`config.mk`:
```
export PLATFORM = sky130hd
export DESIGN_NAME = osms_output_router
export DESIGN_NICKNAME = d
export VERILOG_FILES = /design/src/osms_pkg.sv /design/src/osms_out_drive.sv /design/src/osms_output_router.sv /design/src/osms_src_mux.sv
export SDC_FILE = /design/constraint.sdc
export NUM_CORES = 1
export LEC_CHECK = 0
export ABC_AREA = 0
export BUFFER_PORTS_ARGS = -buffer_cell sky130_fd_sc_hd__buf_4
export CAP_MARGIN = 40
export CORE_ASPECT_RATIO = 1.5
export CORE_MARGIN = 3
export CORE_UTILIZATION = 60
export DETAILED_ROUTE_END_ITERATION = 16
export GPL_ROUTABILITY_DRIVEN = 0
export PLACE_DENSITY = 0.81
export SYNTH_ARGS = -nofsm -noshare
export SYNTH_HDL_FRONTEND = slang
export SYNTH_HIERARCHICAL = 1
export SYNTH_SLANG_ARGS = --single-unit
```
`constraint.sdc`:
```
create_clock -name hclk -period 6.3 [get_ports hclk]
set_clock_uncertainty 0.1 [all_clocks]
set_input_delay 0.63 -clock hclk [delete_from_list [all_inputs] [get_ports hclk]]
set_output_delay 0.63 -clock hclk [all_outputs]
set_load 0.005 [all_outputs]
```
`src/osms_pkg.sv`:
```
// Package: constants and types of the output source and mode router
package osms_pkg;

    // Structure of the output matrix
    localparam int OSMS_NUM_IDX     = 12;
    localparam int OSMS_NUM_OC      = 4;
    localparam int OSMS_OC_BASE_IDX = 8;
    localparam int OSMS_SEL_W       = 8;
    localparam int OSMS_MODE_W      = 2;
    localparam int OSMS_NUM_CC      = 16;
    localparam int OSMS_NUM_SEQ     = 4;
    localparam int OSMS_NUM_SRC     = 20;
    localparam int OSMS_SRC_IDX_W   = 5;

    // First code past the last defined source; it and all above are reserved
    localparam logic [7:0] OSMS_SRC_CODE_LIMIT = 8'h14;

    // Field layout: select fields 8 bits apart, mode fields 2 bits apart
    localparam int OSMS_SEL_STRIDE  = 8;
    localparam int OSMS_MODE_STRIDE = 2;
    localparam int OSMS_SEL_IDX9_LSB  = 8;
    localparam int OSMS_SEL_IDX10_LSB = 16;
    localparam int OSMS_SEL_IDX11_LSB = 24;

    // Mode field codes; 2'h3 is reserved
    localparam logic [1:0] OSMS_MODE_LOW  = 2'h0;
    localparam logic [1:0] OSMS_MODE_HIGH = 2'h1;
    localparam logic [1:0] OSMS_MODE_DYN  = 2'h2;

    // Register byte addresses
    localparam logic [7:0] OSMS_SEL_A_ADDR     = 8'h00;
    localparam logic [7:0] OSMS_SEL_B_ADDR     = 8'h04;
    localparam logic [7:0] OSMS_SEL_C_ADDR     = 8'h08;
    localparam logic [7:0] OSMS_MODE_TTL_ADDR  = 8'h0c;
    localparam logic [7:0] OSMS_MODE_DIFF_ADDR = 8'h10;
    localparam logic [7:0] OSMS_MODE_OC_ADDR   = 8'h14;
    localparam logic [7:0] OSMS_STATUS_ADDR    = 8'h18;

    // Writable bits of each register; the rest read as zero
    localparam logic [31:0] OSMS_SEL_MASK  = 32'hffff_ffff;
    localparam logic [31:0] OSMS_MODE_MASK = 32'h00ff_ffff;
    localparam logic [31:0] OSMS_OC_MASK   = 32'h0000_00ff;

    // Values after reset: every output static low
    localparam logic [31:0] OSMS_SEL_RESET  = 32'h0000_0000;
    localparam logic [31:0] OSMS_MODE_RESET = 32'h0000_0000;

    // Status register layout
    localparam int OSMS_STAT_TTL_LSB   = 0;
    localparam int OSMS_STAT_DIFF_LSB  = 12;
    localparam int OSMS_STAT_OC_LSB    = 24;
    localparam int OSMS_STAT_SENSE_LSB = 28;

    // AHB-Lite encodings
    localparam logic [2:0] OSMS_HSIZE_BYTE = 3'h0;
    localparam logic [2:0] OSMS_HSIZE_HALF = 3'h1;
    localparam logic       OSMS_HRESP_OKAY = 1'b0;

    typedef enum logic [3:0] {
        OSMS_BUS_IDLE    = 4'b0001,
        OSMS_BUS_WRITE   = 4'b0010,
        OSMS_BUS_RD_WAIT = 4'b0100,
        OSMS_BUS_RD_DONE = 4'b1000
    } osms_bus_state_t;

    typedef struct packed {
        logic [7:0] addr;
        logic [3:0] lanes;
        logic       write;
    } osms_ahb_cmd_t;

    typedef struct packed {
        logic [1:0] diff;
        logic [1:0] ttl;
        logic [1:0] oc;
    } osms_out_mode_t;

    typedef struct packed {
        logic diff;
        logic ttl;
        logic oc;
    } osms_out_lvl_t;

endpackage

```
`src/osms_out_drive.sv`:
```
// Mode stage for the three outputs that share one index
`timescale 1ns/1ps

module osms_out_drive
    import osms_pkg::*;
(
    input  wire osms_out_mode_t mode,
    input  wire logic           dyn,
    output osms_out_lvl_t       lvl
);

    function automatic logic apply_mode(input logic [1:0] m, input logic d);
        case (m)
            OSMS_MODE_LOW:  apply_mode = 1'b0;
            OSMS_MODE_HIGH: apply_mode = 1'b1;
            OSMS_MODE_DYN:  apply_mode = d;
            default:        apply_mode = 1'b0;
        endcase
    endfunction

    // Same dynamic bit, separate mode per output
    assign lvl.diff = apply_mode(mode.diff, dyn);
    assign lvl.ttl  = apply_mode(mode.ttl, dyn);
    assign lvl.oc   = apply_mode(mode.oc, dyn);

endmodule // osms_out_drive

```
`src/osms_output_router.sv`:
```
// Output source and mode router with its AHB-Lite register slave
//
// Behaviour
// - The third select register holds the 8-bit source codes of indices 9, 10, 11 in bits 15..8, 23..16, 31..24, all read/write.
// - Differential, TTL and open-collector outputs of one index all take the one dynamic source of that index.
// - Each output can be forced high or low on its own, whatever its siblings do.
// - The TTL mode register holds a 2-bit field per index n at bits 2n+1..2n for n 0..11; bits 31..24 are reserved.
// - Mode 00 drives low, 01 drives high, 10 follows the dynamic source, 11 is reserved.
// - A TTL output in dynamic mode follows the select field of its own index.
// - Codes 0..15 pick camera-control channels 1..4 of grabbers 0..3 in order, 16..19 sequencer outputs 0..3.
//
// The AHB-Lite slave port and the register addresses were decided locally.
`timescale 1ns/1ps

module osms_output_router
    import osms_pkg::*;
(
    input  wire logic                      hclk,
    input  wire logic                      hresetn,
    input  wire logic                      clk_en,
    input  wire logic                      hsel,
    input  wire logic [31:0]               haddr,
    input  wire logic [1:0]                htrans,
    input  wire logic                      hwrite,
    input  wire logic [2:0]                hsize,
    input  wire logic [31:0]               hwdata,
    input  wire logic                      hready,
    output logic                           hreadyout,
    output logic                           hresp,
    output logic [31:0]                    hrdata,
    input  wire logic [OSMS_NUM_CC-1:0]    grabber_camctl,
    input  wire logic [OSMS_NUM_SEQ-1:0]   grabber0_seq_out,
    output logic [OSMS_NUM_IDX-1:0]        diff_out,
    output logic [OSMS_NUM_IDX-1:0]        ttl_out,
    output logic [OSMS_NUM_OC-1:0]         open_collector_out_o,
    output logic [OSMS_NUM_OC-1:0]         open_collector_out_oe,
    input  wire logic [OSMS_NUM_OC-1:0]    open_collector_out_i
);

    ////////////////////////////////////////////////////////////////////////////
    // Helpers

    function automatic logic [3:0] byte_lanes(input logic [2:0] size,
                                              input logic [1:0] lo);
        logic [3:0] lanes;
        lanes = 4'hf;
        if (size == OSMS_HSIZE_BYTE) begin
            lanes = 4'h1 << lo;
        end else if (size == OSMS_HSIZE_HALF) begin
            lanes = lo[1] ? 4'hc : 4'h3;
        end
        return lanes;
    endfunction

    function automatic logic [31:0] merge_word(input logic [31:0] old_val,
                                               input logic [31:0] wdata,
                                               input logic [3:0]  lanes,
                                               input logic [31:0] mask);
        logic [31:0] res;
        res = old_val;
        for (int b = 0; b < 4; b++) begin
            if (lanes[b]) begin
                res[b*8 +: 8] = wdata[b*8 +: 8];
            end
        end
        return res & mask;
    endfunction

    ////////////////////////////////////////////////////////////////////////////
    // Declarations

    osms_bus_state_t             state_reg;
    osms_bus_state_t             state_next;
    osms_ahb_cmd_t               cmd_reg;
    osms_ahb_cmd_t               cmd_next;
    logic [31:0]                 hrdata_reg;
    logic [31:0]                 sel_a_reg;
    logic [31:0]                 sel_b_reg;
    logic [31:0]                 sel_c_reg;
    logic [31:0]                 mode_ttl_reg;
    logic [31:0]                 mode_diff_reg;
    logic [31:0]                 mode_oc_reg;
    logic [OSMS_NUM_IDX-1:0]     diff_out_reg;
    logic [OSMS_NUM_IDX-1:0]     ttl_out_reg;
    logic [OSMS_NUM_OC-1:0]      oc_lvl_reg;
    logic [OSMS_NUM_OC-1:0]      oc_meta_reg;
    logic [OSMS_NUM_OC-1:0]      oc_sense_reg;

    wire logic                   addr_phase;
    wire logic                   wr_active;
    wire logic                   wr_sel_a;
    wire logic                   wr_sel_b;
    wire logic                   wr_sel_c;
    wire logic                   wr_mode_ttl;
    wire logic                   wr_mode_diff;
    wire logic                   wr_mode_oc;
    wire logic [31:0]            sel_a_next;
    wire logic [31:0]            sel_b_next;
    wire logic [31:0]            sel_c_next;
    wire logic [31:0]            mode_ttl_next;
    wire logic [31:0]            mode_diff_next;
    wire logic [31:0]            mode_oc_next;
    wire logic [31:0]            status_word;
    wire logic [31:0]            rd_word;
    wire logic [31:0]            hrdata_next;
    wire logic [95:0]            sel_all;
    wire logic [OSMS_NUM_IDX-1:0] diff_out_next;
    wire logic [OSMS_NUM_IDX-1:0] ttl_out_next;
    wire logic [OSMS_NUM_IDX-1:0] oc_all_next;
    wire logic [OSMS_NUM_OC-1:0]  oc_lvl_next;

    ////////////////////////////////////////////////////////////////////////////
    // AHB-Lite address phase and state

    assign addr_phase = hsel & hready & htrans[1];
    assign cmd_next   = addr_phase ? osms_ahb_cmd_t'{addr:  haddr[7:0],
                                                     lanes: byte_lanes(hsize, haddr[1:0]),
                                                     write: hwrite}
                                   : cmd_reg;

    always_comb begin
        state_next = state_reg;
        case (state_reg)
            OSMS_BUS_IDLE, OSMS_BUS_WRITE, OSMS_BUS_RD_DONE: begin
                if (addr_phase) begin
                    state_next = hwrite ? OSMS_BUS_WRITE : OSMS_BUS_RD_WAIT;
                end else begin
                    state_next = OSMS_BUS_IDLE;
                end
            end
            OSMS_BUS_RD_WAIT: begin
                state_next = OSMS_BUS_RD_DONE;
            end
            default: begin
                state_next = OSMS_BUS_IDLE;
            end
        endcase
    end

    // One wait state on reads so read data always comes from a flop
    assign hreadyout = (state_reg != OSMS_BUS_RD_WAIT);
    assign hresp     = OSMS_HRESP_OKAY;
    assign hrdata    = hrdata_reg;

    always_ff @(posedge hclk or negedge hresetn) begin
        if (!hresetn) begin
            state_reg <= OSMS_BUS_IDLE;
            cmd_reg   <= '0;
        end else if (clk_en) begin
            state_reg <= state_next;
            cmd_reg   <= cmd_next;
        end
    end

    ////////////////////////////////////////////////////////////////////////////
    // Register writes in the data phase

    assign wr_active    = (state_reg == OSMS_BUS_WRITE);
    assign wr_sel_a     = wr_active & (cmd_reg.addr == OSMS_SEL_A_ADDR);
    assign wr_sel_b     = wr_active & (cmd_reg.addr == OSMS_SEL_B_ADDR);
    assign wr_sel_c     = wr_active & (cmd_reg.addr == OSMS_SEL_C_ADDR);
    assign wr_mode_ttl  = wr_active & (cmd_reg.addr == OSMS_MODE_TTL_ADDR);
    assign wr_mode_diff = wr_active & (cmd_reg.addr == OSMS_MODE_DIFF_ADDR);
    assign wr_mode_oc   = wr_active & (cmd_reg.addr == OSMS_MODE_OC_ADDR);

    assign sel_a_next = wr_sel_a
        ? merge_word(sel_a_reg, hwdata, cmd_reg.lanes, OSMS_SEL_MASK) : sel_a_reg;
    assign sel_b_next = wr_sel_b
        ? merge_word(sel_b_reg, hwdata, cmd_reg.lanes, OSMS_SEL_MASK) : sel_b_reg;
    assign sel_c_next = wr_sel_c
        ? merge_word(sel_c_reg, hwdata, cmd_reg.lanes, OSMS_SEL_MASK) : sel_c_reg;
    // Reserved top byte is never stored, so it reads back zero
    assign mode_ttl_next = wr_mode_ttl
        ? merge_word(mode_ttl_reg, hwdata, cmd_reg.lanes, OSMS_MODE_MASK)
        : mode_ttl_reg;
    assign mode_diff_next = wr_mode_diff
        ? merge_word(mode_diff_reg, hwdata, cmd_reg.lanes, OSMS_MODE_MASK)
        : mode_diff_reg;
    assign mode_oc_next = wr_mode_oc
        ? merge_word(mode_oc_reg, hwdata, cmd_reg.lanes, OSMS_OC_MASK)
        : mode_oc_reg;

    always_ff @(posedge hclk or negedge hresetn) begin
        if (!hresetn) begin
            sel_a_reg     <= OSMS_SEL_RESET;
            sel_b_reg     <= OSMS_SEL_RESET;
            sel_c_reg     <= OSMS_SEL_RESET;
            mode_ttl_reg  <= OSMS_MODE_RESET;
            mode_diff_reg <= OSMS_MODE_RESET;
            mode_oc_reg   <= OSMS_MODE_RESET;
        end else if (clk_en) begin
            sel_a_reg     <= sel_a_next;
            sel_b_reg     <= sel_b_next;
            sel_c_reg     <= sel_c_next;
            mode_ttl_reg  <= mode_ttl_next;
            mode_diff_reg <= mode_diff_next;
            mode_oc_reg   <= mode_oc_next;
        end
    end

    ////////////////////////////////////////////////////////////////////////////
    // Register reads

    assign status_word = {oc_sense_reg, oc_lvl_reg, diff_out_reg, ttl_out_reg};

    // Unmapped addresses read zero with an OKAY answer
    assign rd_word =
        (cmd_reg.addr == OSMS_SEL_A_ADDR)     ? sel_a_reg     :
        (cmd_reg.addr == OSMS_SEL_B_ADDR)     ? sel_b_reg     :
        (cmd_reg.addr == OSMS_SEL_C_ADDR)     ? sel_c_reg     :
        (cmd_reg.addr == OSMS_MODE_TTL_ADDR)  ? mode_ttl_reg  :
        (cmd_reg.addr == OSMS_MODE_DIFF_ADDR) ? mode_diff_reg :
        (cmd_reg.addr == OSMS_MODE_OC_ADDR)   ? mode_oc_reg   :
        (cmd_reg.addr == OSMS_STATUS_ADDR)    ? status_word   : 32'h0000_0000;

    assign hrdata_next = (state_reg == OSMS_BUS_RD_WAIT) ? rd_word : hrdata_reg;

    always_ff @(posedge hclk or negedge hresetn) begin
        if (!hresetn) begin
            hrdata_reg <= 32'h0000_0000;
        end else if (clk_en) begin
            hrdata_reg <= hrdata_next;
        end
    end

    ////////////////////////////////////////////////////////////////////////////
    // Per-index source selection and output modes

    assign sel_all = {sel_c_reg, sel_b_reg, sel_a_reg};

    for (genvar i = 0; i < OSMS_NUM_IDX; i++) begin : g_idx
        wire logic           dyn;
        wire osms_out_mode_t mode;
        wire osms_out_lvl_t  lvl;

        // Field i of the flat select space; index 9 sits at bits 15..8 of C
        osms_src_mux u_src (
            .sel              (sel_all[i*OSMS_SEL_STRIDE +: OSMS_SEL_W]),
            .grabber_camctl   (grabber_camctl),
            .grabber0_seq_out (grabber0_seq_out),
            .dyn              (dyn)
        );

        assign mode.ttl  = mode_ttl_reg[i*OSMS_MODE_STRIDE +: OSMS_MODE_W];
        assign mode.diff = mode_diff_reg[i*OSMS_MODE_STRIDE +: OSMS_MODE_W];
        if (i >= OSMS_OC_BASE_IDX) begin : g_oc
            assign mode.oc = mode_oc_reg[(i-OSMS_OC_BASE_IDX)*OSMS_MODE_STRIDE
                                         +: OSMS_MODE_W];
        end else begin : g_no_oc
            assign mode.oc = OSMS_MODE_LOW;
        end

        osms_out_drive u_drive (
            .mode (mode),
            .dyn  (dyn),
            .lvl  (lvl)
        );

        assign diff_out_next[i] = lvl.diff;
        assign ttl_out_next[i]  = lvl.ttl;
        assign oc_all_next[i]   = lvl.oc;
    end

    assign oc_lvl_next = oc_all_next[OSMS_NUM_IDX-1:OSMS_OC_BASE_IDX];

    ////////////////////////////////////////////////////////////////////////////
    // Output flops and open-collector pin sensing

    // Registered outputs trade one cycle of latency for glitch-free pins
    always_ff @(posedge hclk or negedge hresetn) begin
        if (!hresetn) begin
            diff_out_reg <= '0;
            ttl_out_reg  <= '0;
            oc_lvl_reg   <= '0;
        end else if (clk_en) begin
            diff_out_reg <= diff_out_next;
            ttl_out_reg  <= ttl_out_next;
            oc_lvl_reg   <= oc_lvl_next;
        end
    end

    // Pin readback crosses in from outside, two flops before use
    always_ff @(posedge hclk or negedge hresetn) begin
        if (!hresetn) begin
            oc_meta_reg  <= '0;
            oc_sense_reg <= '0;
        end else if (clk_en) begin
            oc_meta_reg  <= open_collector_out_i;
            oc_sense_reg <= oc_meta_reg;
        end
    end

    assign diff_out = diff_out_reg;
    assign ttl_out  = ttl_out_reg;

    // Open collector only sinks: a low level turns the transistor on
    assign open_collector_out_o  = '0;
    assign open_collector_out_oe = ~oc_lvl_reg;

endmodule // osms_output_router

```
`src/osms_src_mux.sv`:
```
// Dynamic source selector for one output index
`timescale 1ns/1ps

module osms_src_mux
    import osms_pkg::*;
(
    input  wire logic [OSMS_SEL_W-1:0]   sel,
    input  wire logic [OSMS_NUM_CC-1:0]  grabber_camctl,
    input  wire logic [OSMS_NUM_SEQ-1:0] grabber0_seq_out,
    output logic                         dyn
);

    wire logic [OSMS_NUM_SRC-1:0]   src_vec;
    wire logic                      sel_valid;
    wire logic [OSMS_SRC_IDX_W-1:0] sel_idx;

    // Codes 0..15 camera control in grabber order, 16..19 sequencer
    assign src_vec   = {grabber0_seq_out, grabber_camctl};
    assign sel_valid = sel < OSMS_SRC_CODE_LIMIT;
    assign sel_idx   = sel[OSMS_SRC_IDX_W-1:0];
    // Reserved codes give a quiet low rather than an undefined pick
    assign dyn       = sel_valid ? src_vec[sel_idx] : 1'b0;

endmodule // osms_src_mux
```
==> results.py <==
metrics = {
    "grt": {
        "grt_first_pass_wirelength_um": 67120,
        "grt_remaining_overflow": 0,
        "grt_pass1_vias": 12060,
        "antenna_found_initial": 0,
        "grt_max_degree": 117,
        "gr-usage-all-layers_pct": 32.90,
    },
    "worst_setup_path": {
        "reg2reg_from": "cmd_reg[7]",
        "cp-start-kind": "register",
        "end_kind": "register",
        "required_ns": 6.60,
        "rr_worst_depth": 4,
        "cp_data_arrival_time_ns": 3.70,
        "path_max_fanout": 48,
        "r2r_slack_ns": 2.91,
        "worst-setup-path-type": "register to register",
        "regToRegEndpoint": "mode_ttl_reg[5]",
    },
    "yosys": {
        "synth.avg_cell_area_sq_um": 10.76,
        "ys_warn_count": 6,
        "netlist_area_sq_um": 14320,
        "postSynthCellCount": 1331,
    },
    "finish": {
        "synthToLayoutAreaGrowth_pct": 13.53,
        "utilization_pct": 70.01,
        "design_area_sq_um": 16260,
        "final_cells": 1774,
        "final_nets": 1598,
        "insertedDiodeCount": 0,
        "fill_cells": 1685,
        "drive_gt1_share_pct": 29.61,
    },
    "detailed_routing": {
        "viasPerCell": 6.662,
        "num_vias": 11820,
        "antenna_left": 0,
        "drc": 0,
        "routed_wirelength_um": 42960,
        "first_iter_violations": 1280,
        "drtPass1Iterations": 5,
        "wire_per_inst_um": 24.21,
    },
    "place": {
        "placed_area_sq_um": 15460,
        "hpwl_um": 30580,
        "placed_cells_incl_taps": 1733,
        "io_buffers": 134,
    },
    "clock_tree": {
        "cts_resized": 0,
        "clk_latency_ns": 0.52,
        "cts-htree-levels": 1,
        "clockBufferDepth": 3,
        "cts_made_buffers": 23,
        "cts_tree": "yes",
        "clk_pin_slew_ns": 0.06,
        "postCtsSetupRepairBufs": 0,
        "clkSinkCount": 236,
        "cts-root-buf": "clkbuf_16",
        "cts_hold_buf": 0,
    },
    "sta": {
        "max_slew_margin_pct": 36.22,
        "finalSetupTns_ns": 0,
        "fin_crit_ns": 3.395,
        "setup_violations": 0,
        "finalCritPeriodShare_pct": 53.89,
        "fmaxAchievable_mhz": 294.6,
        "tightest_slew_ns": 0.9568,
        "slew_viol_final": 0,
        "holdWs_ns": 0.08601,
        "hold_viol_final": 0,
        "rsz0062_at_grt": "no",
    },
    "worst_hold_path": {
        "hp-class": "input pin to asynchronous set/reset pin",
    },
    "outcome": {
        "status": "finished clean",
    },
    "die": {
        "rows": 68,
        "ios": 165,
        "die-area_sq_um": 25800,
        "start_util_pct": 61.67,
        "die_x_um": 132.2,
        "core_area_sq_um": 23230,
        "die_h_um": 195.2,
    },
    "flow_run": {
        "cap_violations": 0,
    },
    "power_and_ir_drop": {
        "power.density_nw_per_um2": 222.8,
        "p_leak_uw": 0.007325,
        "peakVddDrop_mv": 0.2659,
    },
}
how the worst max path moves through the flow:
stage | startpoint | endpoint | slack (ns)
after global placement | cmd_reg[7] | mode_ttl_reg[1] | 3.05
final | cmd_reg[7] | mode_ttl_reg[5] | 2.91
after detailed placement | cmd_reg[7] | mode_ttl_reg[4] | 2.99
after floorplan | clk_en | sel_b_reg[0] | 4.06
after global routing | cmd_reg[7] | mode_ttl_reg[5] | 2.83
after CTS | cmd_reg[7] | mode_ttl_reg[5] | 2.98
report_power, final:
| part | internal, uW | switching, uW |
|---|---|---|
| Sequential | 1560 | 67.0 |
| Combinational | 189 | 324 |
| Clock | 874 | 610 |
cells in the final DEF (no fill, tap or decap), drive strengths merged, types with 3 or more instances in the layout:
cell,count
a2111oi,10
o21ai,57
o22ai,15
a211o,3
a31oi,7
mux2i,93
nor2b,9
a21oi,73
or3,5
nor4,3
nand2b,8
mux4,26
ha,56
a22oi,29
a21o,14
nor3,40
bufinv,4
a221o,9
a221oi,15
nand3,32
inv,81
conb,5
nor2,79
clkinv,6
a311oi,3
buf,147
and3,32
a21boi,3
nand4,3
o21bai,12
clkbuf,29
nand2,101
dfrtp,235
mux2,194
critical path: stages (launching register included):
cell and delay [ns]:
dfrtp_2 0.64, buf_4 0.59, and4_1 0.95, and3_1 0.58
mux2_2 0.40
cell type report:
| type | instances | area, sq um | area share (%) |
|---|---|---|---|
| Multi-Input combinational cell | 956 | 7749 | 47.65 |
| Sequential cell | 236 | 5908 | 36.33 |
| Timing Repair Buffer | 147 | 1115 | 6.855 |
| Clock buffer | 29 | 628.1 | 3.862 |
| Tap cell | 315 | 394.1 | 2.424 |
| Inverter | 79 | 296.5 | 1.824 |
| Clock inverter | 12 | 171.4 | 1.054 |
per-stage QoR:
step	setup WS [ns]	power, uW
after floorplan	4.061	1914
after global placement	3.046	2138
after detailed placement	2.985	2150
after CTS	2.975	3619
after global routing	2.828	3720
final	2.905	3622
routing by layer:
metal | vias up | GRT usage, % | part of all wire [%]
li1 | 5077 | - | -
met1 | 5823 | 40.05 | 36
met2 | 738 | 56.36 | 49
met3 | 180 | 5.284 | 8.5
met4 | 0 | 17.13 | 6.2
met5 | - | 0 | 0
(Power assumes the default switching activity.)
